==> src/include/dbg_step_defines.vh <==
`ifndef DBG_STEP_DEFINES_VH
`define DBG_STEP_DEFINES_VH

`define ST_NONDEBUG       2'b00
`define ST_IDLE           2'b01
`define ST_BUSY           2'b10
`define ST_VALID          2'b11

`define CMD_TRACE         8'h26
`define CMD_RETURN        8'h27
`define CMD_DUMP          8'h2A

`define DEBUG_VECTOR      16'h8010
`define UROM_BASE         16'h8000
`define STACK_DEPTH       8
`define PERIPH_WORDS      8'hB4
`define DUMP_LAST_WORD    8'hD7
`define DUMP_PAIR_WORD    8'hB8

`define ADDR_CTRL         4'h0
`define ADDR_STATUS       4'h1
`define ADDR_BUF          4'h2
`define ADDR_IP           4'h3
`define ADDR_SP           4'h4
`define CTRL_STOPREQ_BIT  0
`define CTRL_TXC_BIT      1

`endif

==> src/hw/debug_step_return_control.v <==
// Decided for this implementation: the strobed register port and the register offsets.
`timescale 1ns/1ps
`include "dbg_step_defines.vh"
module debug_step_return_control (
	input  wire        ref_clk,
	input  wire        rstn,
	input  wire [3:0]  addr,
	input  wire [15:0] wdata,
	input  wire        wr,
	input  wire        rd,
	output reg  [15:0] rdata_q,
	input  wire        cmd_valid,
	input  wire [7:0]  cmd_code,
	input  wire        xfer_done,
	input  wire        break_req,
	input  wire        break_match,
	input  wire [15:0] cpu_ip,
	input  wire        cpu_ige,
	input  wire        cpu_done,
	input  wire        wake_irq,
	output reg  [1:0]  status_q,
	output reg  [15:0] ip_load_q,
	output reg         ip_load_en_q,
	output reg         interrupt_global_enable_q,
	output reg         cpu_run_q,
	output reg         fetch_block_q,
	output reg         brk_suppress_q,
	output reg         timer_enable_q,
	output reg         sys_clk_en_q,
	output reg         stop_q,
	output reg  [7:0]  dump_byte_q,
	output reg         dump_word_pair_q,
	output reg  [7:0]  dump_word_q,
	output reg         urom_step_q
);
	localparam S_BG    = 3'd0;
	localparam S_IDLE  = 3'd1;
	localparam S_POP   = 3'd2;
	localparam S_STEP  = 3'd3;
	localparam S_PUSH  = 3'd4;
	localparam S_RET   = 3'd5;
	localparam S_DUMP  = 3'd6;

	reg        rst_s1_q;
	reg        rst_n_q;
	reg [2:0]  state_q;
	reg        ige_entry_q;
	reg        push_q;
	reg        pop_q;
	reg [15:0] push_data_q;
	reg [7:0]  debug_byte_buffer_q;
	reg        transfer_complete_flag_q;
	reg        dump_first_q;
	reg        dump_lo_q;
	reg [15:0] ret_addr_q;
	reg        xs1_q;
	reg        xs2_q;
	reg        xs3_q;
	wire [15:0] stack_top;
	wire [3:0]  stack_count;
	wire        xfer_pulse;
	wire        is_cmd;

	// Transfer strobe comes from the pin side, so it is synchronised.
	assign xfer_pulse = xs2_q & ~xs3_q;
	// Outside idle debug mode a command leaves stack and pointer alone.
	assign is_cmd     = cmd_valid && state_q == S_IDLE;

	function in_urom;
		input [15:0] a;
		begin
			in_urom = (a >= `UROM_BASE);
		end
	endfunction

	function cmd_hit;
		input [7:0] want;
		begin
			cmd_hit = is_cmd && cmd_code == want;
		end
	endfunction

	always @(posedge ref_clk or negedge rstn) begin
		if (!rstn) begin
			rst_s1_q <= 1'b0;
			rst_n_q  <= 1'b0;
		end else begin
			rst_s1_q <= 1'b1;
			rst_n_q  <= rst_s1_q;
		end
	end

	step_stack u_stack (
		.clk       (ref_clk),
		.rst_n     (rst_n_q),
		.push      (push_q),
		.pop       (pop_q),
		.push_data (push_data_q),
		.top_data  (stack_top),
		.count_q   (stack_count)
	);

	always @(posedge ref_clk or negedge rst_n_q) begin
		if (!rst_n_q) begin
			xs1_q <= 1'b0;
			xs2_q <= 1'b0;
			xs3_q <= 1'b0;
		end else begin
			xs1_q <= xfer_done;
			xs2_q <= xs1_q;
			xs3_q <= xs2_q;
		end
	end

	// A register-forced stop ends on reset, on a control write with the stop bit clear, or on a wake event while the entry enable is set.
	always @(posedge ref_clk or negedge rst_n_q) begin
		if (!rst_n_q) begin
			state_q                   <= S_BG;
			status_q                  <= `ST_NONDEBUG;
			ige_entry_q               <= 1'b0;
			interrupt_global_enable_q <= 1'b0;
			push_q                    <= 1'b0;
			pop_q                     <= 1'b0;
			push_data_q               <= 16'h0000;
			ret_addr_q                <= 16'h0000;
			ip_load_q                 <= 16'h0000;
			ip_load_en_q              <= 1'b0;
			cpu_run_q                 <= 1'b1;
			fetch_block_q             <= 1'b0;
			brk_suppress_q            <= 1'b0;
			timer_enable_q            <= 1'b1;
			sys_clk_en_q              <= 1'b1;
			urom_step_q               <= 1'b0;
			dump_first_q              <= 1'b0;
			dump_lo_q                 <= 1'b0;
			dump_word_q               <= 8'h00;
			dump_word_pair_q          <= 1'b0;
			dump_byte_q               <= 8'h00;
		end else begin
			push_q       <= 1'b0;
			pop_q        <= 1'b0;
			ip_load_en_q <= 1'b0;
			if (cpu_run_q && !brk_suppress_q)
				brk_suppress_q <= 1'b0;
			case (state_q)
			S_BG: begin
				if (cpu_done)
					brk_suppress_q <= 1'b0;
				if (break_req || (break_match && !brk_suppress_q)) begin
					// Entry takes a stack slot for the return address.
					push_q         <= 1'b1;
					push_data_q    <= cpu_ip;
					ret_addr_q     <= cpu_ip;
					ige_entry_q    <= cpu_ige;
					cpu_run_q      <= 1'b0;
					timer_enable_q <= 1'b0;
					sys_clk_en_q   <= 1'b0;
					interrupt_global_enable_q <= 1'b0;
					status_q       <= `ST_IDLE;
					state_q        <= S_IDLE;
				end
			end
			S_IDLE: begin
				// Clock runs only while a command is in progress.
				sys_clk_en_q <= cmd_valid;
				if (cmd_hit(`CMD_TRACE)) begin
					status_q <= `ST_BUSY;
					pop_q    <= 1'b1;
					state_q  <= S_POP;
				end else if (cmd_hit(`CMD_RETURN)) begin
					status_q <= `ST_BUSY;
					pop_q    <= 1'b1;
					state_q  <= S_RET;
				end else if (cmd_hit(`CMD_DUMP)) begin
					status_q     <= `ST_BUSY;
					dump_first_q <= 1'b1;
					dump_lo_q    <= 1'b1;
					dump_word_q  <= 8'h00;
					state_q      <= S_DUMP;
				end
			end
			S_POP: begin
				sys_clk_en_q <= 1'b1;
				// The pop lands on this same edge, so the top is still valid.
				ret_addr_q   <= stack_top;
				ip_load_q    <= stack_top;
				ip_load_en_q <= 1'b1;
				// Entry enable restored so an interrupt may be taken.
				interrupt_global_enable_q <= ige_entry_q;
				// Data from utility ROM is not trusted during a step.
				urom_step_q   <= in_urom(stack_top);
				fetch_block_q <= 1'b0;
				cpu_run_q     <= 1'b1;
				state_q       <= S_STEP;
			end
			S_STEP: begin
				// Stepped writes to the enable are overridden.
				interrupt_global_enable_q <= ige_entry_q;
				if (cpu_done) begin
					cpu_run_q     <= 1'b0;
					fetch_block_q <= 1'b1;
					// Stop with enable set stays waiting for a wake event.
					if (!(stop_q && ige_entry_q && !wake_irq))
						state_q <= S_PUSH;
				end
			end
			S_PUSH: begin
				push_q      <= 1'b1;
				push_data_q <= cpu_ip;
				// The address register follows the entry now on the stack.
				ret_addr_q  <= cpu_ip;
				ip_load_q   <= `DEBUG_VECTOR;
				ip_load_en_q <= 1'b1;
				interrupt_global_enable_q <= 1'b0;
				urom_step_q <= 1'b0;
				status_q    <= `ST_IDLE;
				state_q     <= S_IDLE;
			end
			S_RET: begin
				ip_load_q      <= stack_top;
				ip_load_en_q   <= 1'b1;
				interrupt_global_enable_q <= ige_entry_q;
				cpu_run_q      <= 1'b1;
				fetch_block_q  <= 1'b0;
				brk_suppress_q <= 1'b1;
				timer_enable_q <= 1'b1;
				sys_clk_en_q   <= 1'b1;
				status_q       <= `ST_NONDEBUG;
				state_q        <= S_BG;
			end
			S_DUMP: begin
				sys_clk_en_q <= 1'b1;
				if (xfer_pulse && transfer_complete_flag_q) begin
					status_q    <= `ST_VALID;
					dump_byte_q <= dump_first_q ? `PERIPH_WORDS
						: debug_byte_buffer_q;
					dump_first_q <= 1'b0;
					if (!dump_first_q) begin
						dump_lo_q <= ~dump_lo_q;
						if (!dump_lo_q) begin
							if (dump_word_q == `DUMP_LAST_WORD) begin
								status_q <= `ST_IDLE;
								state_q  <= S_IDLE;
							end
							dump_word_q <= dump_word_q + 8'd1;
						end
					end
					dump_word_pair_q <= (dump_word_q >= `DUMP_PAIR_WORD);
				end
			end
			default: state_q <= S_BG;
			endcase
		end
	end

	// Software loads the buffer and sets the flag; a transfer during a dump clears it.
	always @(posedge ref_clk or negedge rst_n_q) begin
		if (!rst_n_q) begin
			debug_byte_buffer_q      <= 8'h00;
			transfer_complete_flag_q <= 1'b0;
			stop_q                   <= 1'b0;
			rdata_q                  <= 16'h0000;
		end else begin
			if (wr && addr == `ADDR_BUF) begin
				debug_byte_buffer_q      <= wdata[7:0];
				transfer_complete_flag_q <= 1'b1;
			end else if (xfer_pulse && state_q == S_DUMP)
				transfer_complete_flag_q <= 1'b0;
			if (wr && addr == `ADDR_CTRL)
				stop_q <= wdata[`CTRL_STOPREQ_BIT];
			else if (wake_irq && ige_entry_q)
				stop_q <= 1'b0;
			rdata_q <= 16'h0000;
			if (rd) begin
				case (addr)
				`ADDR_CTRL:   rdata_q <= {14'h0000, transfer_complete_flag_q,
					stop_q};
				`ADDR_STATUS: rdata_q <= {dump_word_q, 1'b0, state_q,
					urom_step_q, stack_count == `STACK_DEPTH,
					status_q};
				`ADDR_BUF:    rdata_q <= {8'h00, debug_byte_buffer_q};
				`ADDR_IP:     rdata_q <= ret_addr_q;
				`ADDR_SP:     rdata_q <= {12'h000, stack_count};
				default:      rdata_q <= 16'h0000;
				endcase
			end
		end
	end
endmodule

==> src/hw/step_stack.v <==
`timescale 1ns/1ps
`include "dbg_step_defines.vh"

// Circular return-address stack; a push when full drops the oldest entry.
module step_stack (
	input  wire        clk,
	input  wire        rst_n,
	input  wire        push,
	input  wire        pop,
	input  wire [15:0] push_data,
	output wire [15:0] top_data,
	output reg  [3:0]  count_q
);
	reg [15:0] mem [0:`STACK_DEPTH-1];
	reg [2:0]  ptr_q;

	assign top_data = mem[ptr_q - 3'd1];

	always @(posedge clk or negedge rst_n) begin
		if (!rst_n) begin
			ptr_q   <= 3'd0;
			count_q <= 4'd0;
		end else if (push) begin
			ptr_q <= ptr_q + 3'd1;
			// Full stack keeps its count: oldest entry overwritten.
			if (count_q != `STACK_DEPTH)
				count_q <= count_q + 4'd1;
		end else if (pop && count_q != 4'd0) begin
			ptr_q   <= ptr_q - 3'd1;
			count_q <= count_q - 4'd1;
		end
	end

	always @(posedge clk) begin
		if (push)
			mem[ptr_q] <= push_data;
	end
endmodule

==> config.mk <==
export PLATFORM = sky130hd
export DESIGN_NAME = debug_step_return_control
export DESIGN_NICKNAME = d
export VERILOG_FILES = /design/src/hw/debug_step_return_control.v /design/src/hw/step_stack.v
export VERILOG_INCLUDE_DIRS = /design/src /design/src/include
export SDC_FILE = /design/constraint.sdc
export NUM_CORES = 1
export LEC_CHECK = 0
export ABC_CLOCK_PERIOD_IN_PS = 3710
export BUFFER_PORTS_ARGS = -buffer_cell sky130_fd_sc_hd__buf_2
export CORE_MARGIN = 2
export CORE_UTILIZATION = 30
export CTS_BUF_LIST = sky130_fd_sc_hd__clkbuf_4 sky130_fd_sc_hd__clkbuf_8
export CTS_CLUSTER_SIZE = 16
export DETAILED_ROUTE_END_ITERATION = 6
export SETUP_SLACK_MARGIN = 0.05
export SLEW_MARGIN = 20
export SYNTH_ARGS = -nofsm -noshare
export SYNTH_HDL_FRONTEND = slang
export SYNTH_SLANG_ARGS = --single-unit
==> constraint.sdc <==
create_clock -name ref_clk -period 3.71 [get_ports ref_clk]
set_input_delay 0.5565 -clock ref_clk [delete_from_list [all_inputs] [get_ports ref_clk]]
set_output_delay 0.5565 -clock ref_clk [all_outputs]
set_load 0.005 [all_outputs]
* After elaboration in Yosys (flattened, before gate mapping)
Memories as Yosys holds them, arrays and structs flattened.
Cells that the tools add are included.
Widths: inputs -> output; s select.
** Storage, ports and cells
- Input bits :: 55
- Output and inout port bits :: 60
- Memories :: 1
- Register bits :: 121
- Word-level logic and storage cells :: 195
- Bits in writable memories :: 128
** Cells by class
- Add/sub/neg operators :: 5
- Multiplexer cells :: 71
- Magnitude comparators :: 2
- Eq/ne operators :: 28
- Reductions and logical operators :: 53
- Bitwise logic cells :: 3
** Memories
- u_stack.mem :: depth 8, bits a word 16, rd ports 1, clocked after Yosys merged registers in 0, wr ports 1, RTL line step_stack.v:14 : reg [15:0] mem [0:`STACK_DEPTH-1];
** Operators with widths (number)
- $pmux 16 s5 :: 1
- $pmux 16 s2 :: 2
- $mux 8 :: 7
- $pmux 16 s3 :: 1
- $mux 3 :: 12
- $mux 16 :: 2
- $eq 8x6->1 const B :: 3
- $mux 1 :: 22
- $ne 2x2->1 const B :: 9
- $pmux 3 s6 :: 1
- $reduce_and 2->1 :: 9
- $reduce_bool 2->1 :: 9
- $ge 16x16->1 const B :: 1
- $mux 2 :: 8
- $pmux 8 s2 :: 1
- $logic_and 1x1->1 :: 14
- $pmux 1 s2 :: 7
- $mux 4 :: 3
- $reduce_bool 3->1 :: 4
- $pmux 2 s5 :: 1
- $eq 3x3->1 const B :: 3
- $pmux 1 s3 :: 3
- $reduce_or 3->1 :: 3
- $add 8x1->8 const B :: 1
- 30 further kinds :: 35

* Longest topological paths before layout
- Depth after elaboration :: 7
- Depth in mapped cells :: 10
- Depth with buffers taken out :: 7

* Modules after synthesis
A second synthesis with hierarchy kept.
** Second synthesis, totals
- Cells, all modules :: 729
- Area total of the unflattened synthesis :: 10299.9 µm²
** By module, submodules not included
- step_stack :: area each 5375.2 µm², cells an instance 244, sequential area each 4018.9 µm², times used 1
- debug_step_return_control :: area each 4924.7 µm², cells an instance 485, sequential area each 2856.5 µm², times used 1

* Worst setup path after synthesis
OpenSTA, ideal clock, no wires.
- Path kind :: register -> register
- From :: reg u_stack.ptr_q[0]
- To :: reg ret_addr_q[4]
- Library setup time :: 0.123 ns
- Setup slack :: 1.072 ns
- Buffers on the path :: 4
- Period minus slack after synthesis :: 2.638 ns
- Arrival time :: 2.515 ns
- Data required time :: 3.587 ns
- Stages on the path, launching flop included :: 11
- Cell sequence :: dfrtp_1 > buf_2 > buf_2 > inv_1 > ha_1 > clkbuf_1 > clkbuf_1 > mux4_2 > mux2i_1 > nand2_1 > o221a_2
** Between the ends
- Word-level cells in the longest chain between the ends :: 3
** RTL lines
- from (decl) :: RTL line step_stack.v:15 : reg [2:0] ptr_q;
- from (signal assigned) :: RTL line step_stack.v:24 : ptr_q <= ptr_q + 3'd1;
- from (signal assigned) :: RTL line step_stack.v:29 : ptr_q <= ptr_q - 3'd1;
- $sub 3x1->3 :: RTL line step_stack.v:17 : assign top_data = mem[ptr_q - 3'd1];
- $mem_v2 8x16
- $pmux 16 s3 :: RTL line debug_step_return_control.v:145 : case (state_q)
- to (signal assigned) :: RTL line debug_step_return_control.v:153 : ret_addr_q <= cpu_ip;
- to (signal assigned) :: RTL line debug_step_return_control.v:185 : ret_addr_q <= stack_top;
- to (signal assigned) :: RTL line debug_step_return_control.v:211 : ret_addr_q <= cpu_ip;
- to (decl) :: RTL line debug_step_return_control.v:55 : reg [15:0] ret_addr_q;
No other way between the ends.
A chain may end at the register's enable or synchronous reset.

* Final worst setup path
- From :: reg state_q[2]
- To :: reg dump_word_q[7]
** Between the ends
- Word-level cells in the longest chain between the ends :: 5
- Elaborated cells between the ends (all ways) :: 15
- Those cells by class :: eq/ne (8); mux (1); reduce/logical (6)
** RTL lines
- from (decl) :: RTL line debug_step_return_control.v:46 : reg [2:0] state_q;
- from (signal assigned) :: RTL line debug_step_return_control.v:118 : state_q <= S_BG;
- from (signal assigned) :: RTL line debug_step_return_control.v:160 : state_q <= S_IDLE;
- from (signal assigned) :: RTL line debug_step_return_control.v:169 : state_q <= S_POP;
- $eq 3x1->1 :: RTL line debug_step_return_control.v:67, debug_step_return_control.v:145
- $logic_and 1x1->1 :: RTL line debug_step_return_control.v:67 : assign is_cmd = cmd_valid && state_q == S_IDLE;
- $logic_and 1x1->1 :: RTL line debug_step_return_control.v:79 : cmd_hit = is_cmd && cmd_code == want;
- $ne 2x1->1 (no line) / $ne 2x2->1 (equally long branches)
- $reduce_and 7->1 (no line)
- to (signal assigned) :: RTL line debug_step_return_control.v:245 : dump_word_q <= dump_word_q + 8'd1;
- to (decl) :: RTL line debug_step_return_control.v:33 : output reg [7:0] dump_word_q,
Parallel ways exist; a longest one is shown, timed or not.

==> impl_metrics.csv <==
group,metric,value,unit
run_status,status,"finished, final reports clean",
synth,async_reset_ff_frac,0.4859,
critical_path,worstSetupEndpointType,"register",
synth,syn-num-nets,787,
global_route,grt_use_total,0.1421,
synth,synth_edf_count,128,
cells_and_area,multi_input_area,0.003194,sq mm
placed_design,io_buffers,106,
min_path,hp-class,"in2reg",
routing,drt-pass1-iter-count,5,
cts,cts.repair.resized,0,
synth,ys_ff_latch,249,
global_route,grt_max_degree,42,
timing,setup_tns,0,ps
min_path,hold_depth,1,
global_route,grt_pass1_wl,38540,um
synth,ys_seq_area_frac,0.6713,
cts,cts_tree,"built",
critical_path,crit_fanout,19,
floorplanning,core-area,0.03362,sq mm
placed_design,dp.cells,1267,
routing,wl,25290,um
synth,yosys.cell_count.top_type,"edfxtp_1",
power,p_leak,4.943,nW
placed_design,gp_congestion,0.7827,
timing,hold_viol,0,
floorplanning,rows,67,
cells_and_area,fin_cells,1341,
global_route,antenna_found_initial,0,
timing,finalCritPeriodShare,0.6949,
cts,cts.htree.levels,2,
timing,finalClockSkew,21.09,ps
synth,synth_top_area_frac,0.3753,
synth,synth-main-ff-cell,"edfxtp_1",
cts,clock_path_buffers,3,
critical_path,cp.required,4160,ps
synth,syn-cell-area,0.01024,sq mm
routing,drc,0,
cells_and_area,drive_gt1_frac,0.3135,
critical_path,slowest_delay,790,ps
flow_run,max_cap_viol_count,0,
global_route,grt_pass1_vias,6331,
power,vdd_ir_drop_max,0.3578,mV
routing,via_per_inst,4.791,
critical_path,crit_path_start_kind,"register",
timing,fmax,387.9,MHz
floorplanning,die_h,188.8,um
cells_and_area,area_growth,19.55,%
placed_design,place_ws,1054,ps
synth,synthTopCellsByCount,"edfxtp_1 (128), nand2_1 (123), dfrtp_1 (118)",
timing,grt_setup_unrepaired,"no",
cts,postCtsSetupBuffers,0,
critical_path,path_class,"reg2reg",
cts,cts_buffers,40,
synth,yosysWarnings,0,
cells_and_area,seqCellArea,0.006880,sq mm
timing,worst_slack,1132,ps
cts,clkTransAtPathRegs,60,ps
synth,postSynthCellCount,725,
cts,clock_latency,530,ps
timing,slew_headroom,0.4638,
placed_design,hpwl,16690,um
critical_path,r2r_cells,5,
cts,clkSinkCount,249,
floorplanning,initial_core_util,0.3047,
synth,synth_top_area_cell,"edfxtp_1",
routing,drt.antenna.violating_nets,0,
synth,avgSynthCellArea,14.13,sq um
global_route,overflow,0,
cells_and_area,num_antenna_cells,0,
timing,finalMaxSlewViolations,0,
timing,worstMarginPinSlew,799.4,ps
critical_path,crit_slowest_cell,"dfrtp_1",
cells_and_area,final_nets,924,
routing,vias,6425,
critical_path,worstPathCellList,"and3b_1 -> and2_1 -> o21ai_4 -> or4_1 -> a21oi_1",
synth,ys_types,62,
floorplanning,ios,115,
routing,wire_per_inst,18.86,um
synth,synthTopCellsByArea,"edfxtp_1 (38%), dfrtp_1 (29%), mux4_2 (7.0%), nand2_1 (4.5%), mux2_2 (2.0%)",
power,powerDensity,830.9,mW/mm^2
routing,drtIter0Drc,349,
timing,finalSetupViolCount,0,
critical_path,arrival,3030,ps
floorplanning,fp.dieArea,0.03564,sq mm
timing,fin_crit,2578,ps
cts,ctsRootBufferMaster,"clkbuf_8",
cts,holdBufCountCts,1,
cells_and_area,fill_cells,3214,
floorplanning,die_w,188.8,um
==> through the flow <==
| step | hold slack [ps] | util | instance area [sq um] | total power, mW |
|---|---|---|---|---|
| floorplan | 260.9 | - | 10240 | 6.542 |
| global placement | 332.9 | 0.3389 | 11390 | 7.756 |
| detailed placement | 336.9 | 0.3389 | 11390 | 7.825 |
| CTS | 124.4 | 0.3642 | 12240 | 10.31 |
| global route | 120.1 | 0.3642 | 12240 | 10.82 |
| finish | 150.2 | 0.3642 | 12240 | 10.17 |
==> cells by family after synthesis <==
logic type      Yosys count  synth area share
mux                      66            0.1058
xor+xnor                 12           0.01026
buf+inv                  48           0.02015
other cells               1         0.0003661
compound gates          122           0.08441
flops                   249            0.6713
simple gates            220           0.09846
fa+ha+maj                 7          0.009284
==> state kept, by name, summed over array words and instances (netlist names), 3 cells and up <==
name and flops:
u_stack.mem 128, ip_load_q 16, push_data_q 16, rdata_q 16, ret_addr_q 16, debug_byte_buffer_q 8, dump_byte_q 8, dump_word_q 8
u_stack.count_q 4, state_q 3, u_stack.ptr_q 3
==> routing by layer <==
layer  part of all wire  vias up  track usage  wire length (um)
li1                   -     2971            -                 -
met1               0.44     3203       0.1887             11070
met3              0.059       37      0.02868              1485
met2               0.49      214       0.2373             12280
met4              0.018        0      0.03876               452
met5                  0        -            0                 0
==> power breakdown <==
part           total, mW  internal [mW]  switching, mW
sequential          4.42           3.78          0.647
clock               2.46           1.40           1.06
combinational       3.29           1.47           1.81
total               10.2           6.65           3.53
==> path summary, 6_finish.rpt <==
check | slack [ps] | startpoint | to
worst min register to register | 320 | rst_n_q$_DFF_PN0_ | ip_load_q[2]$_DFFE_PN0P_
worst max register to register | 1130 | state_q[2]$_DFFE_PN0P_ | dump_word_q[7]$_DFFE_PN0P_
max in group asynchronous | 2520 | rst_n_q$_DFF_PN0_ | push_data_q[11]$_DFFE_PN0P_
min in group asynchronous | 320 | rst_n_q$_DFF_PN0_ | ip_load_q[2]$_DFFE_PN0P_
worst min-delay path | 150 | xfer_done | xs1_q$_DFF_PN0_
worst max-delay path | 1130 | state_q[2]$_DFFE_PN0P_ | dump_word_q[7]$_DFFE_PN0P_
==> worst max-delay path, delay by kind of cell, from the launching register on <==
family | cells | cell delay, ps
AO/OA/AOI/OAI | 2 | 290
flip-flops | 1 | 790
AND/OR/NAND/NOR | 3 | 1420
==> final cells by class <==
type / count / area share
clock buffer: 60 / 0.05927
multi-input combinational: 428 / 0.2609
inverter: 12 / 0.003679
timing repair buffer: 131 / 0.05886
tap: 448 / 0.04578
sequential: 249 / 0.5619
clock inverter: 13 / 0.009606
==> cells in the final DEF, fill, tap and decap left out, types with 5 or more instances in the layout <==
| master | netlist | routed |
|---|---|---|
| o221a_2 | 14 | 14 |
| clkinv_2 | 0 | 6 |
| xor2_1 | 7 | 6 |
| buf_2 | 9 | 106 |
| inv_1 | 11 | 11 |
| mux2_2 | 18 | 18 |
| o21ai_0 | 38 | 38 |
| clkbuf_8 | 0 | 44 |
| nor2_1 | 42 | 42 |
| nand3b_1 | 6 | 6 |
| mux2i_1 | 16 | 16 |
| a21oi_1 | 18 | 18 |
| nand3_1 | 5 | 5 |
| dfrtp_1 | 118 | 116 |
| nand2b_1 | 9 | 9 |
| nand2_1 | 123 | 123 |
| nor2b_1 | 6 | 6 |
| ha_1 | 6 | 6 |
| buf_4 | 2 | 24 |
| edfxtp_1 | 128 | 128 |
| clkbuf_4 | 0 | 16 |
| xnor2_1 | 5 | 5 |
| a22oi_1 | 13 | 13 |
| mux4_2 | 32 | 32 |
(Power assumes the default switching activity.)
